File: src/core/acr_pkg.sv
// constants and carrier types for the converter configuration register bank
package acr_pkg;

    // channel counts: four data channels, then two output-clock channels
    localparam int NUM_DATA_CH = 4;
    localparam int NUM_CLK_CH = 2;
    localparam int NUM_CH = 6;

    // serial frame layout
    localparam logic [4:0] INSTR_LAST = 5'h0f;
    localparam logic [4:0] BYTE_LAST = 5'h07;
    localparam int INSTR_RW_BIT = 15;

    // register addresses
    localparam logic [12:0] ADDR_CHAN_INDEX = 13'h0005;
    localparam logic [12:0] ADDR_REF_SPAN = 13'h0018;
    localparam logic [12:0] ADDR_PATT1_LOW = 13'h0019;
    localparam logic [12:0] ADDR_PATT1_HIGH = 13'h001a;
    localparam logic [12:0] ADDR_PATT2_LOW = 13'h001b;
    localparam logic [12:0] ADDR_PATT2_HIGH = 13'h001c;
    localparam logic [12:0] ADDR_SER_OUT_CTRL = 13'h0021;
    localparam logic [12:0] ADDR_CHAN_STATUS = 13'h0022;
    localparam logic [12:0] ADDR_TRANSFER = 13'h00ff;
    localparam logic [12:0] ADDR_RATE_OVR = 13'h0100;
    localparam logic [12:0] ADDR_IO_CTRL2 = 13'h0101;
    localparam logic [12:0] ADDR_IO_CTRL3 = 13'h0102;
    localparam logic [12:0] ADDR_SYNC = 13'h0109;

    // values after reset
    localparam logic [7:0] RST_CHAN_INDEX = 8'h3f;
    localparam logic [7:0] RST_REF_SPAN = 8'h04;
    localparam logic [7:0] RST_PATT = 8'h00;
    localparam logic [7:0] RST_SER_OUT_CTRL = 8'h30;
    localparam logic [7:0] RST_CHAN_STATUS = 8'h00;
    localparam logic [7:0] RST_RATE_OVR = 8'h00;
    localparam logic [7:0] RST_IO_CTRL = 8'h00;
    localparam logic [7:0] RST_SYNC = 8'h00;

    // writable bits of each register; the rest read as zero
    localparam logic [7:0] MASK_CHAN_INDEX = 8'h3f;
    localparam logic [7:0] MASK_REF_SPAN = 8'h07;
    localparam logic [7:0] MASK_SER_OUT_CTRL = 8'hf7;
    localparam logic [7:0] MASK_CHAN_STATUS = 8'h03;
    localparam logic [7:0] MASK_RATE_OVR = 8'h47;
    localparam logic [7:0] MASK_IO_CTRL2 = 8'h01;
    localparam logic [7:0] MASK_IO_CTRL3 = 8'h08;
    localparam logic [7:0] MASK_SYNC = 8'h03;

    // field positions
    localparam int BIT_COMMIT = 0;
    localparam int BIT_CH_POWERDOWN = 0;
    localparam int BIT_CH_OUT_RESET = 1;
    localparam int BIT_PULLDOWN_OFF = 0;
    localparam int BIT_CM_POWERDOWN = 3;
    localparam int BIT_SYNC_EN = 0;
    localparam int BIT_SYNC_NEXT = 1;

    // register write carried from the serial front end
    typedef struct packed {
        logic valid;
        logic [12:0] addr;
        logic [7:0] data;
    } acr_wr_t;

    // register read request carried from the serial front end
    typedef struct packed {
        logic req;
        logic [12:0] addr;
    } acr_rd_t;

endpackage : acr_pkg

File: src/core/acr_regbank.sv
// configuration register bank of the sampling converter, serial port slave
//
// Overview of operation
// - Every register but the rate override takes effect the moment it is written.
// - Rate override stays staged until transfer bit 0 is written high.
// - Channel index bits 3:0 pick data channels for local writes.
// - Channel index bits 5:4 pick output-clock channels for local writes.
// - Global settings apply to all channels whatever the selection.
// - Two 16-bit user patterns, each split over a low and high byte.
// - I/O control two bit 0 disables the data pin pull-down.
// - I/O control three bit 3 powers down the common-mode generator.
`timescale 1ns/1ns
module acr_regbank (
    // clock and reset
    input wire logic mclk,
    input wire logic rst,
    // serial port pins
    input wire logic sclk,
    input wire logic csb_n,
    input wire logic sdio_in,
    output logic sdio_out,
    output logic sdio_oe_n,
    // sync event pin
    input wire logic sync_in,
    // settings to the converter core
    output logic [2:0] ref_span,
    output logic [15:0] pattern_one,
    output logic [15:0] pattern_two,
    output logic [7:0] serial_out_ctrl,
    output logic [acr_pkg::NUM_CH-1:0] chan_powerdown,
    output logic [acr_pkg::NUM_CH-1:0] chan_out_reset,
    output logic rate_override_en,
    output logic [2:0] rate_code,
    output logic pulldown_off,
    output logic cm_gen_powerdown,
    output logic sync_pulse
);

    logic [3:0] pins_s;
    acr_pkg::acr_wr_t wr;
    acr_pkg::acr_rd_t rd;
    logic [7:0] rd_data;
    logic [7:0] chan_index_q;
    logic [7:0] ref_span_q;
    logic [7:0] patt1_lo_q;
    logic [7:0] patt1_hi_q;
    logic [7:0] patt2_lo_q;
    logic [7:0] patt2_hi_q;
    logic [7:0] ser_ctrl_q;
    logic [7:0] ch_stat_q [acr_pkg::NUM_CH];
    logic [7:0] rate_staged_q;
    logic [7:0] rate_applied_q;
    logic [7:0] io2_q;
    logic [7:0] io3_q;
    logic [7:0] sync_ctrl_q;
    logic sync_d_q;
    logic sync_used_q;
    logic sync_edge;
    logic sync_go;
    logic commit;

    // pins cross into mclk through two flops each
    acr_sync #(.WIDTH(4)) u_sync (
        .mclk(mclk),
        .rst(rst),
        .async_in({sync_in, sdio_in, csb_n, sclk}),
        .sync_out(pins_s)
    );

    acr_serial u_serial (
        .mclk(mclk),
        .rst(rst),
        .sclk_s(pins_s[0]),
        .csb_s(pins_s[1]),
        .sdin_s(pins_s[2]),
        .wr(wr),
        .rd(rd),
        .rd_data(rd_data),
        .sdio_out(sdio_out),
        .sdio_oe_n(sdio_oe_n)
    );

    // channel index selects data and clock channels for local writes
    always_ff @(posedge mclk) begin
        if (rst) begin
            chan_index_q <= acr_pkg::RST_CHAN_INDEX;
        end else if (wr.valid && wr.addr == acr_pkg::ADDR_CHAN_INDEX) begin
            chan_index_q <= wr.data & acr_pkg::MASK_CHAN_INDEX;
        end
    end

    // global settings, applied straight on write whatever the selection
    always_ff @(posedge mclk) begin
        if (rst) begin
            ref_span_q <= acr_pkg::RST_REF_SPAN;
            ser_ctrl_q <= acr_pkg::RST_SER_OUT_CTRL;
            io2_q <= acr_pkg::RST_IO_CTRL;
            io3_q <= acr_pkg::RST_IO_CTRL;
        end else if (wr.valid) begin
            if (wr.addr == acr_pkg::ADDR_REF_SPAN) begin
                ref_span_q <= wr.data & acr_pkg::MASK_REF_SPAN;
            end else if (wr.addr == acr_pkg::ADDR_SER_OUT_CTRL) begin
                ser_ctrl_q <= wr.data & acr_pkg::MASK_SER_OUT_CTRL;
            end else if (wr.addr == acr_pkg::ADDR_IO_CTRL2) begin
                io2_q <= wr.data & acr_pkg::MASK_IO_CTRL2;
            end else if (wr.addr == acr_pkg::ADDR_IO_CTRL3) begin
                io3_q <= wr.data & acr_pkg::MASK_IO_CTRL3;
            end
        end
    end

    // user pattern bytes, low byte and high byte of each word
    always_ff @(posedge mclk) begin
        if (rst) begin
            patt1_lo_q <= acr_pkg::RST_PATT;
            patt1_hi_q <= acr_pkg::RST_PATT;
            patt2_lo_q <= acr_pkg::RST_PATT;
            patt2_hi_q <= acr_pkg::RST_PATT;
        end else if (wr.valid) begin
            if (wr.addr == acr_pkg::ADDR_PATT1_LOW) begin
                patt1_lo_q <= wr.data;
            end else if (wr.addr == acr_pkg::ADDR_PATT1_HIGH) begin
                patt1_hi_q <= wr.data;
            end else if (wr.addr == acr_pkg::ADDR_PATT2_LOW) begin
                patt2_lo_q <= wr.data;
            end else if (wr.addr == acr_pkg::ADDR_PATT2_HIGH) begin
                patt2_hi_q <= wr.data;
            end
        end
    end

    // local channel status, one copy per data and clock channel
    for (genvar g = 0; g < acr_pkg::NUM_CH; g++) begin : g_chan
        always_ff @(posedge mclk) begin
            if (rst) begin
                ch_stat_q[g] <= acr_pkg::RST_CHAN_STATUS;
            end else if (wr.valid && wr.addr == acr_pkg::ADDR_CHAN_STATUS &&
                chan_index_q[g]) begin
                ch_stat_q[g] <= wr.data & acr_pkg::MASK_CHAN_STATUS;
            end
        end
        assign chan_powerdown[g] = ch_stat_q[g][acr_pkg::BIT_CH_POWERDOWN];
        assign chan_out_reset[g] = ch_stat_q[g][acr_pkg::BIT_CH_OUT_RESET];
    end

    // rate override is staged, then applied by the transfer bit
    assign commit = wr.valid && wr.addr == acr_pkg::ADDR_TRANSFER &&
        wr.data[acr_pkg::BIT_COMMIT];
    always_ff @(posedge mclk) begin
        if (rst) begin
            rate_staged_q <= acr_pkg::RST_RATE_OVR;
            rate_applied_q <= acr_pkg::RST_RATE_OVR;
        end else begin
            if (wr.valid && wr.addr == acr_pkg::ADDR_RATE_OVR) begin
                rate_staged_q <= wr.data & acr_pkg::MASK_RATE_OVR;
            end
            if (commit) begin
                rate_applied_q <= rate_staged_q;
            end
        end
    end

    // sync control register
    always_ff @(posedge mclk) begin
        if (rst) begin
            sync_ctrl_q <= acr_pkg::RST_SYNC;
        end else if (wr.valid && wr.addr == acr_pkg::ADDR_SYNC) begin
            sync_ctrl_q <= wr.data & acr_pkg::MASK_SYNC;
        end
    end

    // sync events; in next-only mode later events are ignored until rewrite
    assign sync_edge = pins_s[3] & ~sync_d_q;
    assign sync_go = sync_edge && sync_ctrl_q[acr_pkg::BIT_SYNC_EN] &&
        !(sync_ctrl_q[acr_pkg::BIT_SYNC_NEXT] && sync_used_q);
    always_ff @(posedge mclk) begin
        if (rst) begin
            sync_d_q <= 1'b0;
            sync_used_q <= 1'b0;
            sync_pulse <= 1'b0;
        end else begin
            sync_d_q <= pins_s[3];
            sync_pulse <= sync_go;
            if (sync_go && sync_ctrl_q[acr_pkg::BIT_SYNC_NEXT]) begin
                sync_used_q <= 1'b1; // event wins over a rewrite
            end else if (wr.valid && wr.addr == acr_pkg::ADDR_SYNC) begin
                sync_used_q <= 1'b0;
            end
        end
    end

    // read-back; local status shows the lowest selected channel
    always_comb begin
        rd_data = 8'h00;
        if (rd.addr == acr_pkg::ADDR_CHAN_INDEX) begin
            rd_data = chan_index_q;
        end else if (rd.addr == acr_pkg::ADDR_REF_SPAN) begin
            rd_data = ref_span_q;
        end else if (rd.addr == acr_pkg::ADDR_PATT1_LOW) begin
            rd_data = patt1_lo_q;
        end else if (rd.addr == acr_pkg::ADDR_PATT1_HIGH) begin
            rd_data = patt1_hi_q;
        end else if (rd.addr == acr_pkg::ADDR_PATT2_LOW) begin
            rd_data = patt2_lo_q;
        end else if (rd.addr == acr_pkg::ADDR_PATT2_HIGH) begin
            rd_data = patt2_hi_q;
        end else if (rd.addr == acr_pkg::ADDR_SER_OUT_CTRL) begin
            rd_data = ser_ctrl_q;
        end else if (rd.addr == acr_pkg::ADDR_CHAN_STATUS) begin
            for (int i = acr_pkg::NUM_CH - 1; i >= 0; i--) begin
                if (chan_index_q[i]) begin
                    rd_data = ch_stat_q[i];
                end
            end
        end else if (rd.addr == acr_pkg::ADDR_RATE_OVR) begin
            rd_data = rate_staged_q;
        end else if (rd.addr == acr_pkg::ADDR_IO_CTRL2) begin
            rd_data = io2_q;
        end else if (rd.addr == acr_pkg::ADDR_IO_CTRL3) begin
            rd_data = io3_q;
        end else if (rd.addr == acr_pkg::ADDR_SYNC) begin
            rd_data = sync_ctrl_q;
        end
    end

    // settings out, every one straight from its register
    assign ref_span = ref_span_q[2:0];
    assign pattern_one = {patt1_hi_q, patt1_lo_q};
    assign pattern_two = {patt2_hi_q, patt2_lo_q};
    assign serial_out_ctrl = ser_ctrl_q;
    assign rate_override_en = rate_applied_q[6];
    assign rate_code = rate_applied_q[2:0];
    assign pulldown_off = io2_q[acr_pkg::BIT_PULLDOWN_OFF];
    assign cm_gen_powerdown = io3_q[acr_pkg::BIT_CM_POWERDOWN];

    // checks
    a_pattern_immediate: assert property (@(posedge mclk)
        disable iff (rst)
        wr.valid && wr.addr == acr_pkg::ADDR_PATT1_LOW
        |=> pattern_one[7:0] == $past(wr.data))
        else $error("pattern one low byte not applied on write");

    a_rate_staged_hold: assert property (@(posedge mclk)
        disable iff (rst)
        wr.valid && wr.addr == acr_pkg::ADDR_RATE_OVR
        |=> $stable({rate_override_en, rate_code}))
        else $error("rate override applied without transfer");

    a_rate_commit: assert property (@(posedge mclk)
        disable iff (rst)
        commit |=> rate_code == $past(rate_staged_q[2:0]) &&
        rate_override_en == $past(rate_staged_q[6]))
        else $error("transfer did not apply staged rate override");

    a_local_unselected: assert property (@(posedge mclk)
        disable iff (rst)
        wr.valid && wr.addr == acr_pkg::ADDR_CHAN_STATUS && !chan_index_q[0]
        |=> $stable(chan_powerdown[0]))
        else $error("unselected data channel changed");

    a_clock_chan_sel: assert property (@(posedge mclk)
        disable iff (rst)
        wr.valid && wr.addr == acr_pkg::ADDR_CHAN_STATUS && chan_index_q[4]
        |=> chan_powerdown[4] == $past(wr.data[0]))
        else $error("selected clock channel not written");

    a_clock_unselected: assert property (@(posedge mclk)
        disable iff (rst)
        wr.valid && wr.addr == acr_pkg::ADDR_CHAN_STATUS && !chan_index_q[5]
        |=> $stable(chan_out_reset[5]))
        else $error("unselected clock channel changed");

    a_global_ignores_sel: assert property (@(posedge mclk)
        disable iff (rst)
        wr.valid && wr.addr == acr_pkg::ADDR_SER_OUT_CTRL
        |=> serial_out_ctrl ==
        ($past(wr.data) & acr_pkg::MASK_SER_OUT_CTRL))
        else $error("global setting not applied to all channels");

    a_pattern_two_high: assert property (@(posedge mclk)
        disable iff (rst)
        wr.valid && wr.addr == acr_pkg::ADDR_PATT2_HIGH
        |=> pattern_two[15:8] == $past(wr.data) && $stable(pattern_two[7:0]))
        else $error("pattern two high byte misplaced");

    a_pulldown_bit: assert property (@(posedge mclk)
        disable iff (rst)
        wr.valid && wr.addr == acr_pkg::ADDR_IO_CTRL2
        |=> pulldown_off == $past(wr.data[0]))
        else $error("pull-down control not bit 0");

    a_cm_powerdown: assert property (@(posedge mclk)
        disable iff (rst)
        wr.valid && wr.addr == acr_pkg::ADDR_IO_CTRL3
        |=> cm_gen_powerdown == $past(wr.data[3]))
        else $error("common-mode power-down not bit 3");

    a_sync_once_only: assert property (@(posedge mclk)
        disable iff (rst)
        sync_used_q && sync_ctrl_q[acr_pkg::BIT_SYNC_NEXT] && !(wr.valid &&
        wr.addr == acr_pkg::ADDR_SYNC) |=> !sync_pulse)
        else $error("sync acted twice in next-only mode");

    a_sync_disabled: assert property (@(posedge mclk)
        disable iff (rst)
        !sync_ctrl_q[acr_pkg::BIT_SYNC_EN] |=> !sync_pulse)
        else $error("sync acted while disabled");

    a_sync_single_pulse: assert property (@(posedge mclk)
        disable iff (rst)
        sync_pulse |=> !sync_pulse)
        else $error("sync pulse longer than one cycle");

    // the data pin is let go whenever the chip is deselected
    a_pin_released: assert property (@(posedge mclk)
        disable iff (rst)
        pins_s[1] |=> sdio_oe_n)
        else $error("data pin driven while deselected");

endmodule : acr_regbank

File: src/core/acr_sync.sv
// two flip-flop synchroniser for pin inputs
`timescale 1ns/1ns
module acr_sync #(
    parameter int WIDTH = 4
) (
    // clock and reset
    input wire logic mclk,
    input wire logic rst,
    // asynchronous levels and their synchronised copies
    input wire logic [WIDTH-1:0] async_in,
    output logic [WIDTH-1:0] sync_out
);

    logic [WIDTH-1:0] meta_q;

    // first stage feeds only the second stage
    always_ff @(posedge mclk) begin
        if (rst) begin
            meta_q <= '0;
            sync_out <= '0;
        end else begin
            meta_q <= async_in;
            sync_out <= meta_q;
        end
    end

endmodule : acr_sync

File: src/core/acr_serial.sv
// serial port front end: frames instruction and data bits into accesses
`timescale 1ns/1ns
module acr_serial (
    // clock and reset
    input wire logic mclk,
    input wire logic rst,
    // synchronised serial pins
    input wire logic sclk_s,
    input wire logic csb_s,
    input wire logic sdin_s,
    // register side
    output acr_pkg::acr_wr_t wr,
    output acr_pkg::acr_rd_t rd,
    input wire logic [7:0] rd_data,
    // serial data out, enable low while driving
    output logic sdio_out,
    output logic sdio_oe_n
);

    logic sclk_d_q;
    logic rise;
    logic fall;
    logic [4:0] cnt_q;
    logic [15:0] shift_q;
    logic [15:0] instr;
    logic data_ph_q;
    logic is_read_q;
    logic [12:0] addr_q;
    logic [7:0] out_sr_q;

    // sclk edges seen in the mclk domain
    assign rise = sclk_s & ~sclk_d_q;
    assign fall = ~sclk_s & sclk_d_q;
    assign instr = {shift_q[14:0], sdin_s};

    always_ff @(posedge mclk) begin
        if (rst) begin
            sclk_d_q <= 1'b0;
        end else begin
            sclk_d_q <= sclk_s;
        end
    end

    // bit counting, instruction capture and address stepping
    always_ff @(posedge mclk) begin
        if (rst || csb_s) begin
            cnt_q <= 5'h00;
            shift_q <= 16'h0000;
            data_ph_q <= 1'b0;
            is_read_q <= 1'b0;
            addr_q <= 13'h0000;
        end else if (rise) begin
            shift_q <= instr;
            if (!data_ph_q && cnt_q == acr_pkg::INSTR_LAST) begin
                is_read_q <= instr[acr_pkg::INSTR_RW_BIT];
                addr_q <= instr[12:0];
                data_ph_q <= 1'b1;
                cnt_q <= 5'h00;
            end else if (data_ph_q && cnt_q == acr_pkg::BYTE_LAST) begin
                addr_q <= addr_q + 13'h0001; // streaming to the next address
                cnt_q <= 5'h00;
            end else begin
                cnt_q <= cnt_q + 5'h01;
            end
        end
    end

    // one-cycle write and read request pulses
    always_ff @(posedge mclk) begin
        if (rst) begin
            wr <= '0;
            rd <= '0;
        end else begin
            wr.valid <= rise && !csb_s && data_ph_q && !is_read_q &&
                cnt_q == acr_pkg::BYTE_LAST;
            wr.addr <= addr_q;
            wr.data <= instr[7:0];
            if (rise && !csb_s && !data_ph_q &&
                cnt_q == acr_pkg::INSTR_LAST) begin
                rd.req <= instr[acr_pkg::INSTR_RW_BIT];
                rd.addr <= instr[12:0];
            end else if (rise && !csb_s && data_ph_q && is_read_q &&
                cnt_q == acr_pkg::BYTE_LAST) begin
                rd.req <= 1'b1;
                rd.addr <= addr_q + 13'h0001;
            end else begin
                rd.req <= 1'b0;
            end
        end
    end

    // read data leaves msb first on falling sclk edges
    always_ff @(posedge mclk) begin
        if (rst || csb_s) begin
            out_sr_q <= 8'h00;
            sdio_out <= 1'b0;
            sdio_oe_n <= 1'b1;
        end else if (rd.req) begin
            out_sr_q <= rd_data;
        end else if (fall && data_ph_q && is_read_q) begin
            sdio_out <= out_sr_q[7];
            sdio_oe_n <= 1'b0;
            out_sr_q <= {out_sr_q[6:0], 1'b0};
        end
    end

endmodule : acr_serial

File: config.mk
export PLATFORM = sky130hd
export DESIGN_NAME = acr_regbank
export DESIGN_NICKNAME = d
export VERILOG_FILES = /design/src/core/acr_pkg.sv /design/src/core/acr_regbank.sv /design/src/core/acr_sync.sv /design/src/core/acr_serial.sv
export SDC_FILE = /design/constraint.sdc
export NUM_CORES = 1
export LEC_CHECK = 0
export ABC_AREA = 1
export ABC_CLOCK_PERIOD_IN_PS = 5100
export BUFFER_PORTS_ARGS = -buffer_cell sky130_fd_sc_hd__buf_2
export CAP_MARGIN = 5
export CORE_UTILIZATION = 50
export CTS_BUF_LIST = sky130_fd_sc_hd__clkbuf_4
export CTS_CLUSTER_DIAMETER = 30
export DETAILED_ROUTE_END_ITERATION = 12
export PLACE_DENSITY = 0.78
export SLEW_MARGIN = 10
export SYNTH_ARGS = -nofsm -noshare
export SYNTH_HDL_FRONTEND = slang
export SYNTH_SLANG_ARGS = --single-unit
File: constraint.sdc
create_clock -name mclk -period 5.1 [get_ports mclk]
set_clock_uncertainty 0.15 [all_clocks]
set_input_delay 0.255 -clock mclk [delete_from_list [all_inputs] [get_ports mclk]]
set_output_delay 0.255 -clock mclk [all_outputs]
set_load 0.005 [all_outputs]
### Yosys cells after proc, flatten, opt, wreduce, memory -nomap -nowiden

Memories as Yosys holds them, arrays and structs flattened.
Cells that the tools add are included.

| cells by class | value |
|---|---|
| add/sub/neg operators | 2 |
| $mul | 0 |
| divide/modulo/power cells | 0 |
| order comparisons | 0 |
| eq/ne operators | 27 |
| shift-type cells | 0 |
| multiplexer cells | 55 |
| bitwise gates (word level) | 19 |
| reductions and logical operators | 48 |

Operator list:

| operator | number |
|---|---|
| $eq 13x5->1 const B | 10 |
| $mux 8 | 16 |
| $eq 13x9->1 const B | 8 |
| $eq 13x6->1 const B | 4 |
| $mux 13 | 3 |
| $logic_and 1x1->1 | 28 |
| $eq 13x3->1 const B | 2 |
| $mux 1 | 23 |
| $mux 14 | 1 |
| $mux 2 | 7 |
| $add 13x1->13 const B | 1 |
| $eq 13x8->1 const B | 1 |
| $mux 5 | 2 |
| $not 1->1 | 10 |
| $reduce_and 2->1 | 5 |
| $reduce_and 5->1 | 2 |
| $mux 4 | 2 |
| $reduce_and 4->1 | 2 |
| $reduce_bool 2->1 | 4 |
| $mux 7 | 1 |
| $or 1x1->1 | 6 |
| $reduce_and 3->1 | 2 |
| $add 5x1->5 const B | 1 |
| $eq 5x3->1 const B | 1 |
| 4 further kinds | 9 |

| word-level totals | value |
|---|---|
| bits in registers | 153 |
| bits in latches | 0 |
| RAM bits | 12 |
| ROM bits | 0 |
| bits of input ports | 6 |
| output and inout bits | 64 |
| logic and storage cells | 183 |
| memories kept | 1 |

Memories:

| memory | words | width | read ports | clocked after memory_dff | write ports | line | source |
|---|---|---|---|---|---|---|---|
| ch_stat_q | 6 | 2 | 6 | 0 | 6 | acr_regbank.sv:50 | `logic [7:0] ch_stat_q [acr_pkg::NUM_CH];` |

### Depth between registers and ports, before layout

An unclocked memory read counts as a cell.

| logic depth | value |
|---|---|
| depth after elaboration | 16 |
| depth in mapped cells | 14 |
| mapped depth without buffers | 14 |

### By module

A second synthesis with hierarchy kept.

| unflattened totals | value |
|---|---|
| cells, all modules | 1010 |
| area total of the unflattened synthesis | 7637.3 um^2 |

Modules (own cells, without submodules):

| module | times used | cells each | area an instance (um^2) | sequential area each (um^2) |
|---|---|---|---|---|
| acr_regbank | 1 | 528 | 4011.3 | 1621.6 |
| acr_serial | 1 | 457 | 3394.5 | 1641.6 |
| acr_sync | 1 | 25 | 231.5 | 160.2 |

### Least setup slack after synthesis

OpenSTA, ideal clock, no wires.

| timing | value |
|---|---|
| kind | register -> register |
| start point | register u_serial.cnt_q[0] |
| end point | register u_serial.rd[0] (netlist name) |
| setup time | 0.119 ns |
| arrival time | 1.792 ns |
| required time | 4.831 ns |
| setup slack | 3.039 ns |
| stages on the path, launching flop included | 13 |
| path buffers | 1 |
| clock period less this slack | 2.061 ns |
| cell sequence | dfxtp_1 > ha_1 > nand2_1 > nor2_1 > ha_1 > nand2_2 > nor2_1 > inv_1 > nor2_1 > clkbuf_1 > o22ai_1 > o21ai_0 > a21oi_1 |

| between the ends | value |
|---|---|
| word-level cells in the longest chain between the ends | 3 |
| elaborated cells on any way between the ends | 6 |
| those cells by class | eq/ne (2); mux (1); reduce/logical (3) |

Ends and longest elaborated chain:

| item | line | source |
|---|---|---|
| start, declared | acr_serial.sv:23 | `logic [4:0] cnt_q;` |
| start signal, assigned | acr_serial.sv:63 | `cnt_q <= cnt_q + 5'h01;` |
| $eq 5x4->1 or $eq 5x3->1 (tied branches) | acr_serial.sv:79, acr_serial.sv:83 |  |
| $logic_and 1x1->1, on equally long branches | acr_serial.sv:78, acr_serial.sv:82 |  |
| $mux 14 or $reduce_bool 2->1 (tied branches) | - |  |

Parallel ways exist; a longest one is shown, timed or not.
A chain may end at the register's enable or synchronous reset.

### Worst setup path in the final report

| timing | value |
|---|---|
| start point | register u_serial.cnt_q[0] |
| end point | register u_serial.rd[9] (netlist name) |

| between the ends | value |
|---|---|
| word-level cells in the longest chain between the ends | 3 |
| elaborated cells on any way between the ends | 6 |
| those cells by class | eq/ne (2); mux (1); reduce/logical (3) |

Ends and longest elaborated chain:

| item | line |
|---|---|
| $eq 5x4->1 or $eq 5x3->1 (tied branches) | acr_serial.sv:79, acr_serial.sv:83 |
| $logic_and 1x1->1, on equally long branches | acr_serial.sv:78, acr_serial.sv:82 |
| $mux 14 or $reduce_bool 2->1 (tied branches) | - |

Parallel ways exist; a longest one is shown, timed or not.

==> flow_metrics.env <==
export IMPL_grt_pass1_wl_mm=30.9
export IMPL_fillers=1347
export IMPL_worst_path_largest_cell_delay_ns=0.49
export IMPL_drtAntennaViolNets=0
export IMPL_syn2layout_area_growth_pct=10.7
export IMPL_worst_slew_pin_slew_ns=0.963
export IMPL_fmax_ghz=0.339
export IMPL_dr_pass1_iters=8
export IMPL_crit_buf_inv=1
export IMPL_synth_cells=971
export IMPL_synth_top_area_share_pct=41.0
export IMPL_drc=0
export IMPL_antenna_cells=0
export IMPL_clk_latency_ns=0.59
export IMPL_power_per_cell_area_mw_per_mm2=272
export IMPL_grt_antenna_before_repair=0
export IMPL_max_slew_margin_pct=35.2
export IMPL_p_total_uw=2250
export IMPL_place_gp_congestion=0.948
export IMPL_cts_buffer_depth=2
export IMPL_cts_root_buf="clkbuf_4"
export IMPL_dp_hpwl_mm=14.2
export IMPL_clk_pin_slew_worst_paths_ns=0.15
export IMPL_dieArea_mm2=0.0154
export IMPL_slew_viol_final=0
export IMPL_critPathMaxFanout=19
export IMPL_hold_class="primary input to flip-flop"
export IMPL_status="finished, final reports clean"
export IMPL_synth_nets=980
export IMPL_synth_area_mm2=0.00747
export IMPL_io_buffer_count=68
export IMPL_cts_tree="done"
export IMPL_grt_pass1_vias=6166
export IMPL_syn_avg_cell_area_um2=7.69
export IMPL_grt_ovfl_total=0
export IMPL_dp_cells=1192
export IMPL_seqCellArea_mm2=0.00342
export IMPL_yosysSeqAreaShare_pct=45.8
export IMPL_chipWidth_um=124
export IMPL_yosys_area_top_type="dfxtp_1"
export IMPL_drive_gt1_share_pct=14.8
export IMPL_rows=44
export IMPL_reg2reg_slack_ns=2.15
export IMPL_die_h_um=124
export IMPL_yosys_warnings=0
export IMPL_postRouteWirelength_mm=19.0
export IMPL_numCtsBuffers=17
export IMPL_critPathTopFamily="simple AND/OR/NAND/NOR gates"
export IMPL_period_minus_slack_ns=2.95
export IMPL_max_cap_violations=0
export IMPL_crit_chain="ha_1 -> nand2_1 -> nor2_1 -> ha_1 -> nand2_2 -> nor2_1 -> inv_1 -> nor2_1 -> nor2_1 -> a221oi_1 -> nor2_1"
export IMPL_crit_top_cell="nor2_1"
export IMPL_multi_input_area_mm2=0.00328
export IMPL_synth_distinct_cells=47
export IMPL_postLayoutCoreUtil_pct=56.9
export IMPL_vdd_ir_drop_max_mv=0.134
export IMPL_start_util_pct=51.4
export IMPL_io_pins=70
export IMPL_hold_viol_final=0
export IMPL_crit_type="flip-flop to flip-flop"
export IMPL_crit_path_start_kind="flip-flop"
export IMPL_via_per_inst=5.41
export IMPL_synth_area_leaders="dfxtp_1 (41%), inv_1 (7.4%), nor2_1 (6.6%), nand2_1 (6.3%), o21ai_0 (6.3%)"
export IMPL_leakage_uw=0.00342
export IMPL_cp_data_required_time_ns=5.43
export IMPL_cp_slowest_cell="nor2_1"
export IMPL_cts_sinks=165
export IMPL_gr_usage_all_layers_pct=25.2
export IMPL_nNetsFinal=1040
export IMPL_h_tree_depth=4
export IMPL_grt_max_degree=63
export IMPL_via_count=6640
export IMPL_wl_per_cell_um=15.5
export IMPL_rsz0062_at_grt="false"
export IMPL_endpoint_kind="flip-flop"
export IMPL_drt_iter0_drc=548
export IMPL_coreArea_mm2=0.0145
export IMPL_worst_hold_slack_ns=0.0410
export IMPL_fin_crit_sh_pct=57.9
export IMPL_instances_no_fill=1228
export IMPL_timing_setup_tns_ns=0
export IMPL_synth_seq_cells=165
export IMPL_critPathArrivalTime_ns=3.28
export IMPL_setup_violations=0
==> registers in the layout (all words and copies together) (netlist names), 6 cells and up <==
register           count
patt1_hi_q             8
patt1_lo_q             8
u_serial.addr_q       13
serial_out_ctrl        7
chan_index_q           6
u_serial.rd           14
ch_stat_q             12
u_serial.shift_q      15
patt2_lo_q             8
patt2_hi_q             8
u_serial.wr           22
u_serial.out_sr_q      8
==> cell families after synthesis <==
group	count (synthesis)	share of synthesized area (%)
and+or+nand+nor	358	22.5
AOI/OAI and AO/OA	234	19.3
buffers and inverters	197	10.3
DFF	165	45.8
xor gates and xnor gates	13	1.52
adders and majority gates	3	0.503
other	1	0.0502
==> cell usage after synthesis, drive strengths merged <==
master and instances:
and3 1, clkbuf 24, conb 1, o22ai 2
xnor2 1, o21a 1, nor4 10, o21bai 2
dfxtp 153, edfxtp 12, nand4 13, buf 11
o211ai 17, a22o 3, nor2 139, o2111ai 4
o32ai 1, nor3 21, o221ai 4, clkinv 4
xor2 12, a211oi 22, nand2 128, a31oi 5
inv 158, o21ai 98, nand3 43, a221oi 4
a21oi 71, nand3b 3, ha 3
==> cell type report <==
type / instances / area share (%)
Clock inverter: 13 / 2.18
Clock buffer: 19 / 1.72
Sequential cell: 165 / 41.4
Tap cell: 184 / 2.78
Inverter: 162 / 7.35
Timing Repair Buffer: 76 / 4.96
Multi-Input combinational cell: 609 / 39.6
==> placed cells by master (no fill, tap or decap), types with 4 or more instances in the layout <==
| master | n |
|---|---|
| o21ai_0 | 94 |
| dlygate4sd3_1 | 4 |
| a21oi_1 | 71 |
| nor3_1 | 14 |
| buf_4 | 4 |
| nand3_1 | 40 |
| a211oi_2 | 19 |
| clkinv_1 | 7 |
| nand2_1 | 126 |
| o211ai_1 | 17 |
| nor3_2 | 5 |
| o21ai_1 | 4 |
| o2111ai_1 | 4 |
| bufinv_16 | 4 |
| o221ai_1 | 4 |
| dfxtp_1 | 153 |
| nor4_1 | 5 |
| nand4_1 | 12 |
| a221oi_1 | 4 |
| inv_2 | 10 |
| nor2_1 | 132 |
| nor2_4 | 4 |
| inv_1 | 148 |
| buf_2 | 68 |
| xor2_1 | 12 |
| clkbuf_4 | 19 |
| a31oi_1 | 5 |
| edfxtp_1 | 12 |
==> what timing repair did <==
| item | 4_1_cts | 5_1_grt |
|---|---|---|
| gates resized for setup | 0 | 0 |
| setup buffers | 0 | 0 |
| endpoints found under the hold margin | 4 | 0 |
| hold buffers | 4 | 0 |
==> per-stage QoR <==
stage,area [um2],setup WS (ns)
after floorplan,7470,3.04
after global placement,7910,2.23
after detailed placement,7910,2.17
after CTS,8270,2.15
after global routing,8270,1.87
final,8270,2.15
==> path summary, 6_finish.rpt <==
path              cells after the start              start             endpoint
hold / removal                        4                rst  u_serial.shift_q[7]
setup / recovery                     11  u_serial.cnt_q[0]       u_serial.rd[9]
setup reg to reg                     11  u_serial.cnt_q[0]       u_serial.rd[9]
hold reg to reg                       2   u_sync.meta_q[2]   u_sync.sync_out[2]
==> per-layer routing <==
layer,global-route usage [%],routed length (um)
met1,31.4,8170
met2,41.3,8980
met3,5.04,1180
met4,12.5,719
met5,0,0
==> tightest hold or removal path, cell delays in order <==
cell	delay (ns)
buf_2	0.13
nor2_1	0.19
o21ai_0	0.13
a21oi_1	0.04
==> where the power goes <==
group	internal, uW	total, uW	switching [uW]
Combinational	17.1	62.7	45.6
Clock	398	856	457
Sequential	1320	1330	12.2
Total	1730	2250	515
Power figures use the tool's default switching activity.
